--- src/sar_adc_pkg.sv ---
// Notes on behaviour
// RULE1 - Writing one to start bit begins conversion; bit clears itself once started.
// RULE2 - Bit 4 of first control gates analog inputs; one disables them.
// RULE3 - Channel field resets reserved; codes 0010 to 0101 pick the four inputs.
// RULE4 - Software changes channel only while busy flag reads zero.
// RULE5 - Software writes one to bit 5, zero to bit 6 of first control.
// RULE6 - Software never restarts during a conversion; waits for end flag or interrupt.
// RULE7 - STOP mode resets both control registers and ignores writes to them.
// RULE8 - Ladder bit one connects reference ladder only while converting.
// RULE9 - Time field codes 010, 011, 100 give 78, 156, 312 fc cycles.
// RULE10 - Software writes zero to bit 0, one to bit 4 of second control.
// RULE11 - Bits 7 and 6 of second control read undefined; here zero.
// RULE12 - Result register holds eight-bit value, resets to zero.
// RULE13 - End flag reads zero before or during conversion, one once completed.
// RULE14 - Reading result clears end flag; software reads status first.
// RULE15 - Busy flag rises at start, falls at finish or STOP entry.
// RULE16 - Status bits other than busy and end read unstable; here zero.
// RULE17 - Software avoids pin output instructions while a conversion runs.
// RULE18 - Completion stores result, sets end flag, raises interrupt together.
// RULE19 - Count selected cycles, approximate MSB first, signal completion at count end.
package sar_adc_pkg;

    localparam int          ADDR_W       = 8;
    localparam int          DATA_W       = 8;
    localparam int          CNT_W        = 9;
    localparam int          IRQ_W        = 2;

    // Register offsets
    localparam logic [7:0]  OFS_CTRL1    = 8'h0e;
    localparam logic [7:0]  OFS_CTRL2    = 8'h0f;
    localparam logic [7:0]  OFS_RESULT   = 8'h20;
    localparam logic [7:0]  OFS_STATUS   = 8'h21;
    localparam logic [7:0]  OFS_IRQ_STAT = 8'h22;
    localparam logic [7:0]  OFS_IRQ_MASK = 8'h23;

    // Reset values
    localparam logic [7:0]  RST_CTRL1    = 8'h10;
    localparam logic [7:0]  RST_CTRL2    = 8'h10;
    localparam logic [7:0]  RST_RESULT   = 8'h00;
    localparam logic [1:0]  RST_IRQ      = 2'h0;

    // Field positions
    localparam int          START_BIT    = 7;
    localparam int          GATE_BIT     = 4;
    localparam int          CH_LSB       = 0;
    localparam int          LADDER_BIT   = 5;
    localparam int          TIME_LSB     = 1;
    localparam int          EOC_BIT      = 5;
    localparam int          BUSY_BIT     = 4;
    localparam int          IRQ_DONE     = 0;
    localparam int          IRQ_REFUSED  = 1;

    // Channel and time codes
    localparam logic [3:0]  CH_FIRST     = 4'h2;
    localparam logic [3:0]  CH_LAST      = 4'h5;
    localparam logic [2:0]  TIME_SHORT   = 3'h2;
    localparam logic [2:0]  TIME_MID     = 3'h3;
    localparam logic [2:0]  TIME_LONG    = 3'h4;

    // Conversion times in fc periods, and clock cycles per fc period
    localparam int          CONV_FC_SHORT = 78;
    localparam int          CONV_FC_MID   = 156;
    localparam int          CONV_FC_LONG  = 312;
    localparam int          MCLK_PER_FC   = 1;
    localparam logic [8:0]  CYC_SHORT    = CNT_W'(CONV_FC_SHORT * MCLK_PER_FC);
    localparam logic [8:0]  CYC_MID      = CNT_W'(CONV_FC_MID * MCLK_PER_FC);
    localparam logic [8:0]  CYC_LONG     = CNT_W'(CONV_FC_LONG * MCLK_PER_FC);
    localparam logic [8:0]  SAMPLE_MIN   = 9'h006;

    typedef enum logic [1:0] {ST_IDLE, ST_SAMPLE, ST_TRIAL} sar_state_t;

    // Reserved time codes fall back to the longest time
    function automatic logic [8:0] conv_cycles(input logic [2:0] code);
        case (code)
            TIME_SHORT: conv_cycles = CYC_SHORT;
            TIME_MID:   conv_cycles = CYC_MID;
            default:    conv_cycles = CYC_LONG;
        endcase
    endfunction

endpackage

--- src/sar_adc_register_control.sv ---
// Chosen here: the plain strobed port.
`timescale 1ns/1ps
module sar_adc_register_control (
    // Clock and reset
    input  wire logic                          i_mclk,
    input  wire logic                          i_rst,
    // Power mode
    input  wire logic                          i_stop,
    // Register port
    input  wire logic [sar_adc_pkg::ADDR_W-1:0] i_addr,
    input  wire logic [sar_adc_pkg::DATA_W-1:0] i_wdata,
    input  wire logic                          i_wr,
    input  wire logic                          i_rd,
    output logic [sar_adc_pkg::DATA_W-1:0]     o_rdata,
    // Interrupt
    output logic                               o_irq,
    // Analog front end
    input  wire logic                          i_cmp,
    output logic [3:0]                         o_channel,
    output logic                               o_input_gate_off,
    output logic                               o_ladder_on,
    output logic                               o_sample,
    output logic [7:0]                         o_dac_code,
    output logic                               o_busy
);
    import sar_adc_pkg::*;

    ////////////////////////////////////////////////////////////////////////////
    // State

    logic [7:0]       ctrl1_q,    ctrl1_d;
    logic [7:0]       ctrl2_q,    ctrl2_d;
    logic             start_q,    start_d;
    logic [7:0]       result_q,   result_d;
    logic             eoc_q,      eoc_d;
    logic [IRQ_W-1:0] istat_q,    istat_d;
    logic [IRQ_W-1:0] imask_q,    imask_d;
    logic [7:0]       rdata_q,    rdata_d;
    logic             irq_q,      irq_d;
    logic             ladder_q,   ladder_d;
    logic             eng_busy;
    logic             eng_samp;
    logic             eng_done;
    logic [7:0]       eng_result;
    logic [7:0]       eng_trial;
    logic             wr_ctrl1;
    logic             wr_ctrl2;
    logic             start_req;
    logic             refused;
    logic [IRQ_W-1:0] ev_set;

    ////////////////////////////////////////////////////////////////////////////
    // Address decode

    // Strobe aimed at one register offset
    function automatic logic reg_hit(input logic              strobe,
                                     input logic [ADDR_W-1:0] addr,
                                     input logic [ADDR_W-1:0] ofs);
        reg_hit = strobe && (addr == ofs);
    endfunction

    ////////////////////////////////////////////////////////////////////////////
    // Conversion engine

    sar_engine u_engine (
        .i_mclk     (i_mclk),
        .i_rst      (i_rst),
        .i_start    (start_q),
        .i_abort    (i_stop),
        .i_total    (conv_cycles(ctrl2_q[TIME_LSB +: 3])),
        .i_cmp      (i_cmp),
        .o_busy     (eng_busy),
        .o_sampling (eng_samp),
        .o_done     (eng_done),
        .o_result   (eng_result),
        .o_trial    (eng_trial)
    );

    ////////////////////////////////////////////////////////////////////////////
    // Control registers

    always_comb begin
        // RULE7 writes ignored in STOP
        wr_ctrl1  = reg_hit(i_wr, i_addr, OFS_CTRL1) && !i_stop;
        wr_ctrl2  = reg_hit(i_wr, i_addr, OFS_CTRL2) && !i_stop;
        start_req = wr_ctrl1 && i_wdata[START_BIT];
        refused   = start_req && (eng_busy || start_q);
        ctrl1_d   = ctrl1_q;
        ctrl2_d   = ctrl2_q;
        // RULE1 one-cycle start request
        start_d   = start_req && !refused;
        // RULE2 RULE3 channel and gate stored
        if (wr_ctrl1) begin
            ctrl1_d = {1'b0, i_wdata[6:0]};
        end
        // RULE8 RULE9 ladder and time stored
        if (wr_ctrl2) begin
            ctrl2_d = {2'h0, i_wdata[5:0]};
        end
        // RULE7 reset on STOP entry
        if (i_stop) begin
            ctrl1_d = RST_CTRL1;
            ctrl2_d = RST_CTRL2;
            start_d = 1'b0;
        end
    end

    always_ff @(posedge i_mclk) begin
        if (i_rst) begin
            ctrl1_q <= RST_CTRL1;
            ctrl2_q <= RST_CTRL2;
            start_q <= 1'b0;
        end else begin
            ctrl1_q <= ctrl1_d;
            ctrl2_q <= ctrl2_d;
            start_q <= start_d;
        end
    end

    ////////////////////////////////////////////////////////////////////////////
    // Result and end flag

    always_comb begin
        result_d = result_q;
        eoc_d    = eoc_q;
        // RULE14 read of result clears end flag
        if (reg_hit(i_rd, i_addr, OFS_RESULT)) begin
            eoc_d = 1'b0;
        end
        // RULE13 new start clears end flag
        if (start_q) begin
            eoc_d = 1'b0;
        end
        // RULE18 store result and set flag together
        if (eng_done) begin
            result_d = eng_result;
            eoc_d    = 1'b1;
        end
        if (i_stop) begin
            result_d = RST_RESULT;
            eoc_d    = 1'b0;
        end
    end

    always_ff @(posedge i_mclk) begin
        if (i_rst) begin
            // RULE12 result resets to zero
            result_q <= RST_RESULT;
            eoc_q    <= 1'b0;
        end else begin
            result_q <= result_d;
            eoc_q    <= eoc_d;
        end
    end

    ////////////////////////////////////////////////////////////////////////////
    // Interrupt status and mask

    always_comb begin
        ev_set              = '0;
        // RULE18 completion interrupt event
        ev_set[IRQ_DONE]    = eng_done;
        ev_set[IRQ_REFUSED] = refused;
        imask_d = imask_q;
        istat_d = istat_q;
        if (reg_hit(i_wr, i_addr, OFS_IRQ_MASK)) begin
            imask_d = i_wdata[IRQ_W-1:0];
        end
        if (reg_hit(i_wr, i_addr, OFS_IRQ_STAT)) begin
            istat_d = istat_q & ~i_wdata[IRQ_W-1:0];
        end
        istat_d = istat_d | ev_set;
        irq_d   = |(istat_d & imask_d);
    end

    always_ff @(posedge i_mclk) begin
        if (i_rst) begin
            istat_q <= RST_IRQ;
            imask_q <= RST_IRQ;
            irq_q   <= 1'b0;
        end else begin
            istat_q <= istat_d;
            imask_q <= imask_d;
            irq_q   <= irq_d;
        end
    end

    ////////////////////////////////////////////////////////////////////////////
    // Read data

    always_comb begin
        rdata_d = 8'h00;
        if (i_rd) begin
            case (i_addr)
                OFS_CTRL1:    rdata_d = {start_q, ctrl1_q[6:0]};
                // RULE11 top bits of second control read zero
                OFS_CTRL2:    rdata_d = {2'h0, ctrl2_q[5:0]};
                OFS_RESULT:   rdata_d = result_q;
                // RULE16 RULE15 only end and busy meaningful
                OFS_STATUS:   rdata_d = {2'h0, eoc_q, eng_busy || start_q, 4'h0};
                OFS_IRQ_STAT: rdata_d = {{(DATA_W-IRQ_W){1'b0}}, istat_q};
                OFS_IRQ_MASK: rdata_d = {{(DATA_W-IRQ_W){1'b0}}, imask_q};
                default:      rdata_d = 8'h00;
            endcase
        end
    end

    always_ff @(posedge i_mclk) begin
        if (i_rst) begin
            rdata_q <= 8'h00;
        end else begin
            rdata_q <= rdata_d;
        end
    end

    ////////////////////////////////////////////////////////////////////////////
    // Reference ladder

    always_comb begin
        // RULE8 ladder only during conversion when set
        if (ctrl2_d[LADDER_BIT]) begin
            ladder_d = start_d || start_q || (eng_busy && !eng_done);
        end else begin
            ladder_d = 1'b1;
        end
        if (i_stop) begin
            ladder_d = 1'b0;
        end
    end

    always_ff @(posedge i_mclk) begin
        if (i_rst) begin
            ladder_q <= 1'b1;
        end else begin
            ladder_q <= ladder_d;
        end
    end

    ////////////////////////////////////////////////////////////////////////////
    // Outputs

    assign o_rdata          = rdata_q;
    assign o_irq            = irq_q;
    assign o_channel        = ctrl1_q[CH_LSB +: 4];
    assign o_input_gate_off = ctrl1_q[GATE_BIT];
    assign o_ladder_on      = ladder_q;
    assign o_sample         = eng_samp;
    assign o_dac_code       = eng_trial;
    // RULE15 busy from engine state
    assign o_busy           = eng_busy;

endmodule

--- src/sar_engine.sv ---
`timescale 1ns/1ps
module sar_engine (
    // Clock and reset
    input  wire logic                        i_mclk,
    input  wire logic                        i_rst,
    // Control
    input  wire logic                        i_start,
    input  wire logic                        i_abort,
    input  wire logic [sar_adc_pkg::CNT_W-1:0] i_total,
    input  wire logic                        i_cmp,
    // Status and data
    output logic                             o_busy,
    output logic                             o_sampling,
    output logic                             o_done,
    output logic [7:0]                       o_result,
    output logic [7:0]                       o_trial
);
    import sar_adc_pkg::*;

    sar_state_t  st_q,    st_d;
    logic [8:0]  cnt_q,   cnt_d;
    logic [8:0]  step_q,  step_d;
    logic [8:0]  stepc_q, stepc_d;
    logic [2:0]  bit_q,   bit_d;
    logic [7:0]  code_q,  code_d;
    logic [7:0]  res_q,   res_d;
    logic        done_q,  done_d;
    logic        busy_q,  busy_d;
    logic        samp_q,  samp_d;
    logic [7:0]  decided;

    always_comb begin
        st_d    = st_q;
        cnt_d   = cnt_q;
        step_d  = step_q;
        stepc_d = stepc_q;
        bit_d   = bit_q;
        code_d  = code_q;
        res_d   = res_q;
        done_d  = 1'b0;
        decided = code_q;
        decided[bit_q] = i_cmp;
        if (i_abort) begin
            st_d   = ST_IDLE;
            code_d = 8'h00;
            res_d  = 8'h00;
        end else begin
            case (st_q)
                ST_IDLE: begin
                    // RULE19 load cycle count
                    if (i_start) begin
                        st_d   = ST_SAMPLE;
                        cnt_d  = i_total - 9'h001;
                        step_d = (i_total - SAMPLE_MIN) >> 3;
                        code_d = 8'h00;
                    end
                end
                ST_SAMPLE: begin
                    cnt_d = cnt_q - 9'h001;
                    if (cnt_q == {step_q[5:0], 3'h0}) begin
                        st_d    = ST_TRIAL;
                        code_d  = 8'h80;
                        bit_d   = 3'h7;
                        stepc_d = step_q - 9'h001;
                    end
                end
                ST_TRIAL: begin
                    cnt_d   = cnt_q - 9'h001;
                    stepc_d = stepc_q - 9'h001;
                    // RULE19 MSB first trials
                    if (stepc_q == 9'h000) begin
                        code_d  = decided;
                        stepc_d = step_q - 9'h001;
                        if (bit_q == 3'h0) begin
                            st_d   = ST_IDLE;
                            res_d  = decided;
                            done_d = 1'b1;
                        end else begin
                            code_d[bit_q - 3'h1] = 1'b1;
                            bit_d = bit_q - 3'h1;
                        end
                    end
                end
                default: st_d = ST_IDLE;
            endcase
        end
        // Status outputs registered from the next state
        busy_d = (st_d != ST_IDLE);
        samp_d = (st_d == ST_SAMPLE);
    end

    always_ff @(posedge i_mclk) begin
        if (i_rst) begin
            st_q    <= ST_IDLE;
            cnt_q   <= 9'h000;
            step_q  <= 9'h000;
            stepc_q <= 9'h000;
            bit_q   <= 3'h0;
            code_q  <= 8'h00;
            res_q   <= 8'h00;
            done_q  <= 1'b0;
            busy_q  <= 1'b0;
            samp_q  <= 1'b0;
        end else begin
            st_q    <= st_d;
            cnt_q   <= cnt_d;
            step_q  <= step_d;
            stepc_q <= stepc_d;
            bit_q   <= bit_d;
            code_q  <= code_d;
            res_q   <= res_d;
            done_q  <= done_d;
            busy_q  <= busy_d;
            samp_q  <= samp_d;
        end
    end

    assign o_busy     = busy_q;
    assign o_sampling = samp_q;
    assign o_done     = done_q;
    assign o_result   = res_q;
    assign o_trial    = code_q;

endmodule

--- config.mk ---
export PLATFORM = sky130hd
export DESIGN_NAME = sar_adc_register_control
export DESIGN_NICKNAME = d
export VERILOG_FILES = /design/src/sar_adc_pkg.sv /design/src/sar_adc_register_control.sv /design/src/sar_engine.sv
export SDC_FILE = /design/constraint.sdc
export NUM_CORES = 1
export LEC_CHECK = 0
export ABC_AREA = 1
export BUFFER_PORTS_ARGS = -buffer_cell sky130_fd_sc_hd__clkbuf_2
export CORE_MARGIN = 2
export CORE_UTILIZATION = 45
export CTS_CLUSTER_DIAMETER = 30
export DETAILED_ROUTE_END_ITERATION = 12
export GPL_TIMING_DRIVEN = 1
export PLACE_DENSITY = 0.75
export SETUP_SLACK_MARGIN = 0.1
export SYNTH_ARGS = -nofsm -noshare
export SYNTH_HDL_FRONTEND = slang
export SYNTH_SLANG_ARGS = --single-unit
--- constraint.sdc ---
create_clock -name i_mclk -period 3.55 [get_ports i_mclk]
set_input_delay 0.1775 -clock i_mclk [delete_from_list [all_inputs] [get_ports i_mclk]]
set_output_delay 0.1775 -clock i_mclk [all_outputs]
set_load 0.02 [all_outputs]
==> impl_metrics.json <==
{
  "status": "finished clean",
  "fmax_mhz": 387,
  "finalSetupTns_ns": 0,
  "total_power_mw": 1.63,
  "yosys-top-cells-area": "dfxtp_1, nand2_1, inv_1, nor2_1, a21oi_1",
  "r2r_start": "u_engine.st_q[0]",
  "worst_ep_required_time_ns": 3.81,
  "antenna_left": 0,
  "dr_wl_met3_microns": 541,
  "syn_inst": 681,
  "whs_path_depth": 3,
  "ir_drop_mv": 0.186,
  "rows": 36,
  "gp_congestion": 0.901,
  "post-route-period-util": 0.728,
  "async_flop_share": 0,
  "overflow": 0,
  "drive_above_1_share": 0.111,
  "relSlewSlack": 0.598,
  "finish.net_count": 745,
  "holdPathEnd": "ctrl2_q[4]",
  "min_period_ns": 2.58,
  "reg2reg_setup_slack_ns": 0.97,
  "finalNonFillerCells": 851,
  "maxSlewViolCount": 0,
  "cp_cell_sequence": "inv_1, ha_1, inv_2, nand2_1, nand2_1, inv_1, ha_1, nand4_1, nand3b_1, o21ai_0, nand3_1, nand2_1, inv_1",
  "die_x_microns": 104,
  "holdBufCountCts": 0,
  "worstHoldPathType": "in -> reg",
  "skew_ns": 0.00650,
  "h-tree-depth": 3,
  "whs_ns": 0.0959,
  "cts.repair.resized": 0,
  "highest_layer": "met4",
  "syn_area_sq_um": 4480,
  "root_buffer": "clkbuf_8",
  "dp_hpwl_microns": 7910,
  "end_kind": "flip-flop",
  "synth_area_leader_cell": "dfxtp_1",
  "port_buffers": 46,
  "cts_tree": "yes",
  "ys.flop_type": "dfxtp_1",
  "postCtsSetupRepairBufs": 0,
  "hold_violations": 0,
  "arrival_ns": 2.84,
  "place_area_sq_um": 4720,
  "pre_cts_ws_ns": 1.04,
  "cts_buffers": 9,
  "wl_per_cell_microns": 12.6,
  "seq_area_sq_um": 1660,
  "wl_met1_microns": 4950,
  "route.detailed.drc": 0,
  "antenna_cells": 0,
  "multi_input_area_sq_um": 2290,
  "cp_max_fo": 13,
  "grt_setup_unrepaired": "false",
  "yosysTopAreaCellShare": 0.371,
  "firstDrtPassIters": 5,
  "routed_wl_microns": 10700,
  "clock-sinks": 83,
  "grt_pass1_vias": 4056,
  "worstReg2RegEnd": "u_engine.cnt_q[6]",
  "clockBufferDepth": 2,
  "drt_iter0_drc": 298,
  "area_growth_pct": 9.35,
  "worstSkewPairLatency_ns": 0.36,
  "grt_pass1_wl_microns": 18400,
  "yosysSeqAreaShare": 0.371,
  "die_h_microns": 104,
  "reg2reg_depth": 13,
  "startpoint_type": "flip-flop",
  "crit_slowest_cell": "ha_1",
  "syn-num-nets": 712,
  "worstMarginPinSlew_ns": 0.601,
  "fillers": 960,
  "maxCapViolations": 0,
  "synth.distinct_cells": 42,
  "finalInstanceArea_sq_um": 4900,
  "worst-setup-path-type": "reg -> reg",
  "grt_antenna_before_repair": 0,
  "finalSetupViolations": 0,
  "cpPeakStageDelay_ns": 0.55,
  "synth-warning-count": 0,
  "avgSynthCellArea_sq_um": 6.58,
  "start_util": 0.461,
  "fin_util": 0.504,
  "power_density_nw_per_um2": 332,
  "setup_ws_ns": 0.966,
  "cellLeakagePower_nw": 2.32,
  "synth-seq-cells": 83,
  "dr_total_vias": 4418,
  "grt_usage": 0.204,
  "io_pins": 47,
  "dieArea_sq_um": 10800,
  "placedCellCount": 836,
  "vias_per_cell": 5.19,
  "dr_wl_met2_microns": 4960,
  "synth_edf_count": 0,
  "grt_start_max_net_pins": 22,
  "coreArea_sq_um": 9730,
  "clk_pin_slew_ns": 0.08,
  "hold_start": "i_wdata[4]"
}
## cell type report
| cell class | instances | area share |
|---|---|---|
| tap | 133 | 0.0340 |
| inverter | 98 | 0.0751 |
| sequential | 83 | 0.339 |
| clock buffer | 12 | 0.0276 |
| clock inverter | 3 | 0.00817 |
| multi-input combinational | 475 | 0.468 |
| timing repair buffer | 47 | 0.0485 |
## cells in the mapped netlist, types with 2 or more instances
cell      number
nand3_1       43
xor2_1         3
a21oi_2        2
nand2_1      168
inv_2          3
clkbuf_1       5
buf_6          4
o21ai_1        4
nor2_1        85
nor2_2         4
a211oi_1       4
buf_4          7
nand2_2        3
o21ai_2        2
a31oi_1        5
xnor2_1        2
nor3_1         6
o211ai_1       2
buf_2          8
o21ai_0       41
o22ai_1        2
inv_1         94
nand3b_1       4
nand2_4        3
a21oi_1       56
nand4_1       14
o221ai_1       2
ha_1           9
dfxtp_1       83
## layer usage
layer / track usage / vias to the layer above
met1: 0.260 / 2000
met2: 0.344 / 144
met5: 0 / -
met3: 0.0315 / 24
li1: - / 2250
met4: 0.0849 / 0
## registers in the layout, indices dropped and copies added (netlist names)
name and flops:
u_engine.o_done 1, result_q 8, u_engine.o_busy 1, imask_q 2
o_irq 1, u_engine.o_trial 8, u_engine.step_q 4, u_engine.bit_q 3
u_engine.o_sampling 1, u_engine.st_q 2, u_engine.cnt_q 9, istat_q 2
ctrl2_q 6, u_engine.stepc_q 9, start_q 1, ctrl1_q 7
o_ladder_on 1, o_rdata 8, eoc_q 1, u_engine.o_result 8
## layout by cell type, fill, tap and decap left out, types with 3 or more instances in the layout
cell      instances
clkbuf_8          9
ha_1              9
nor2_2            4
a31oi_1           5
xor2_1            3
nand3b_1          4
nor3_1            6
nor2_1           85
inv_1            94
nand4_1          14
dfxtp_1          83
nand2_1         168
o21ai_0          41
clkbuf_2         46
nand2_4           3
clkbuf_1          3
o21ai_1           4
a21oi_1          56
nand2_2           3
nand3_1          43
a211oi_1          4
inv_2             3
## power breakdown
part	leakage (nW)	total, mW	internal, mW	switching, mW
registers	0.669	0.931	0.931	0.000405
clock network	0.0902	0.642	0.320	0.322
logic	1.56	0.0543	0.0156	0.0387
total	2.32	1.63	1.27	0.361
## cells by family (layout without fill, tap and decap cells)
kind of cell | count (synthesis) | after routing | share of synthesized area
AND/OR/NAND/NOR | 336 | 336 | 0.324
flip-flops | 83 | 83 | 0.371
AO/OA/AOI/OAI | 125 | 125 | 0.153
adder cells (fa/ha/maj) | 9 | 9 | 0.0251
XOR/XNOR | 5 | 5 | 0.00978
buffers and inverters | 123 | 160 | 0.118
## worst max-delay path by stage
| stage | start | slack [ns] | depth (start not counted) | end |
|---|---|---|---|---|
| 2_1_floorplan | u_engine.st_q[0] | 1.56 | 13 | u_engine.cnt_q[6] |
| 3_3_place_gp | u_engine.st_q[0] | 1.22 | 13 | u_engine.cnt_q[6] |
| 3_5_place_dp | u_engine.st_q[0] | 1.04 | 13 | u_engine.cnt_q[6] |
| 4_1_cts | u_engine.st_q[0] | 1.02 | 13 | u_engine.cnt_q[6] |
| 5_1_grt | u_engine.st_q[0] | 0.71 | 13 | u_engine.cnt_q[6] |
| 6_report | u_engine.st_q[0] | 0.97 | 13 | u_engine.cnt_q[6] |
## critical path, delay by kind of cell (launching register included)
family                   cells  cell delay [ns]
AO/OA/AOI/OAI                1             0.19
AND/OR/NAND/NOR              6             0.83
adder cells (fa/ha/maj)      2             0.73
flip-flops                   1             0.39
buffers and inverters        4             0.34
(Power assumes the default switching activity.)
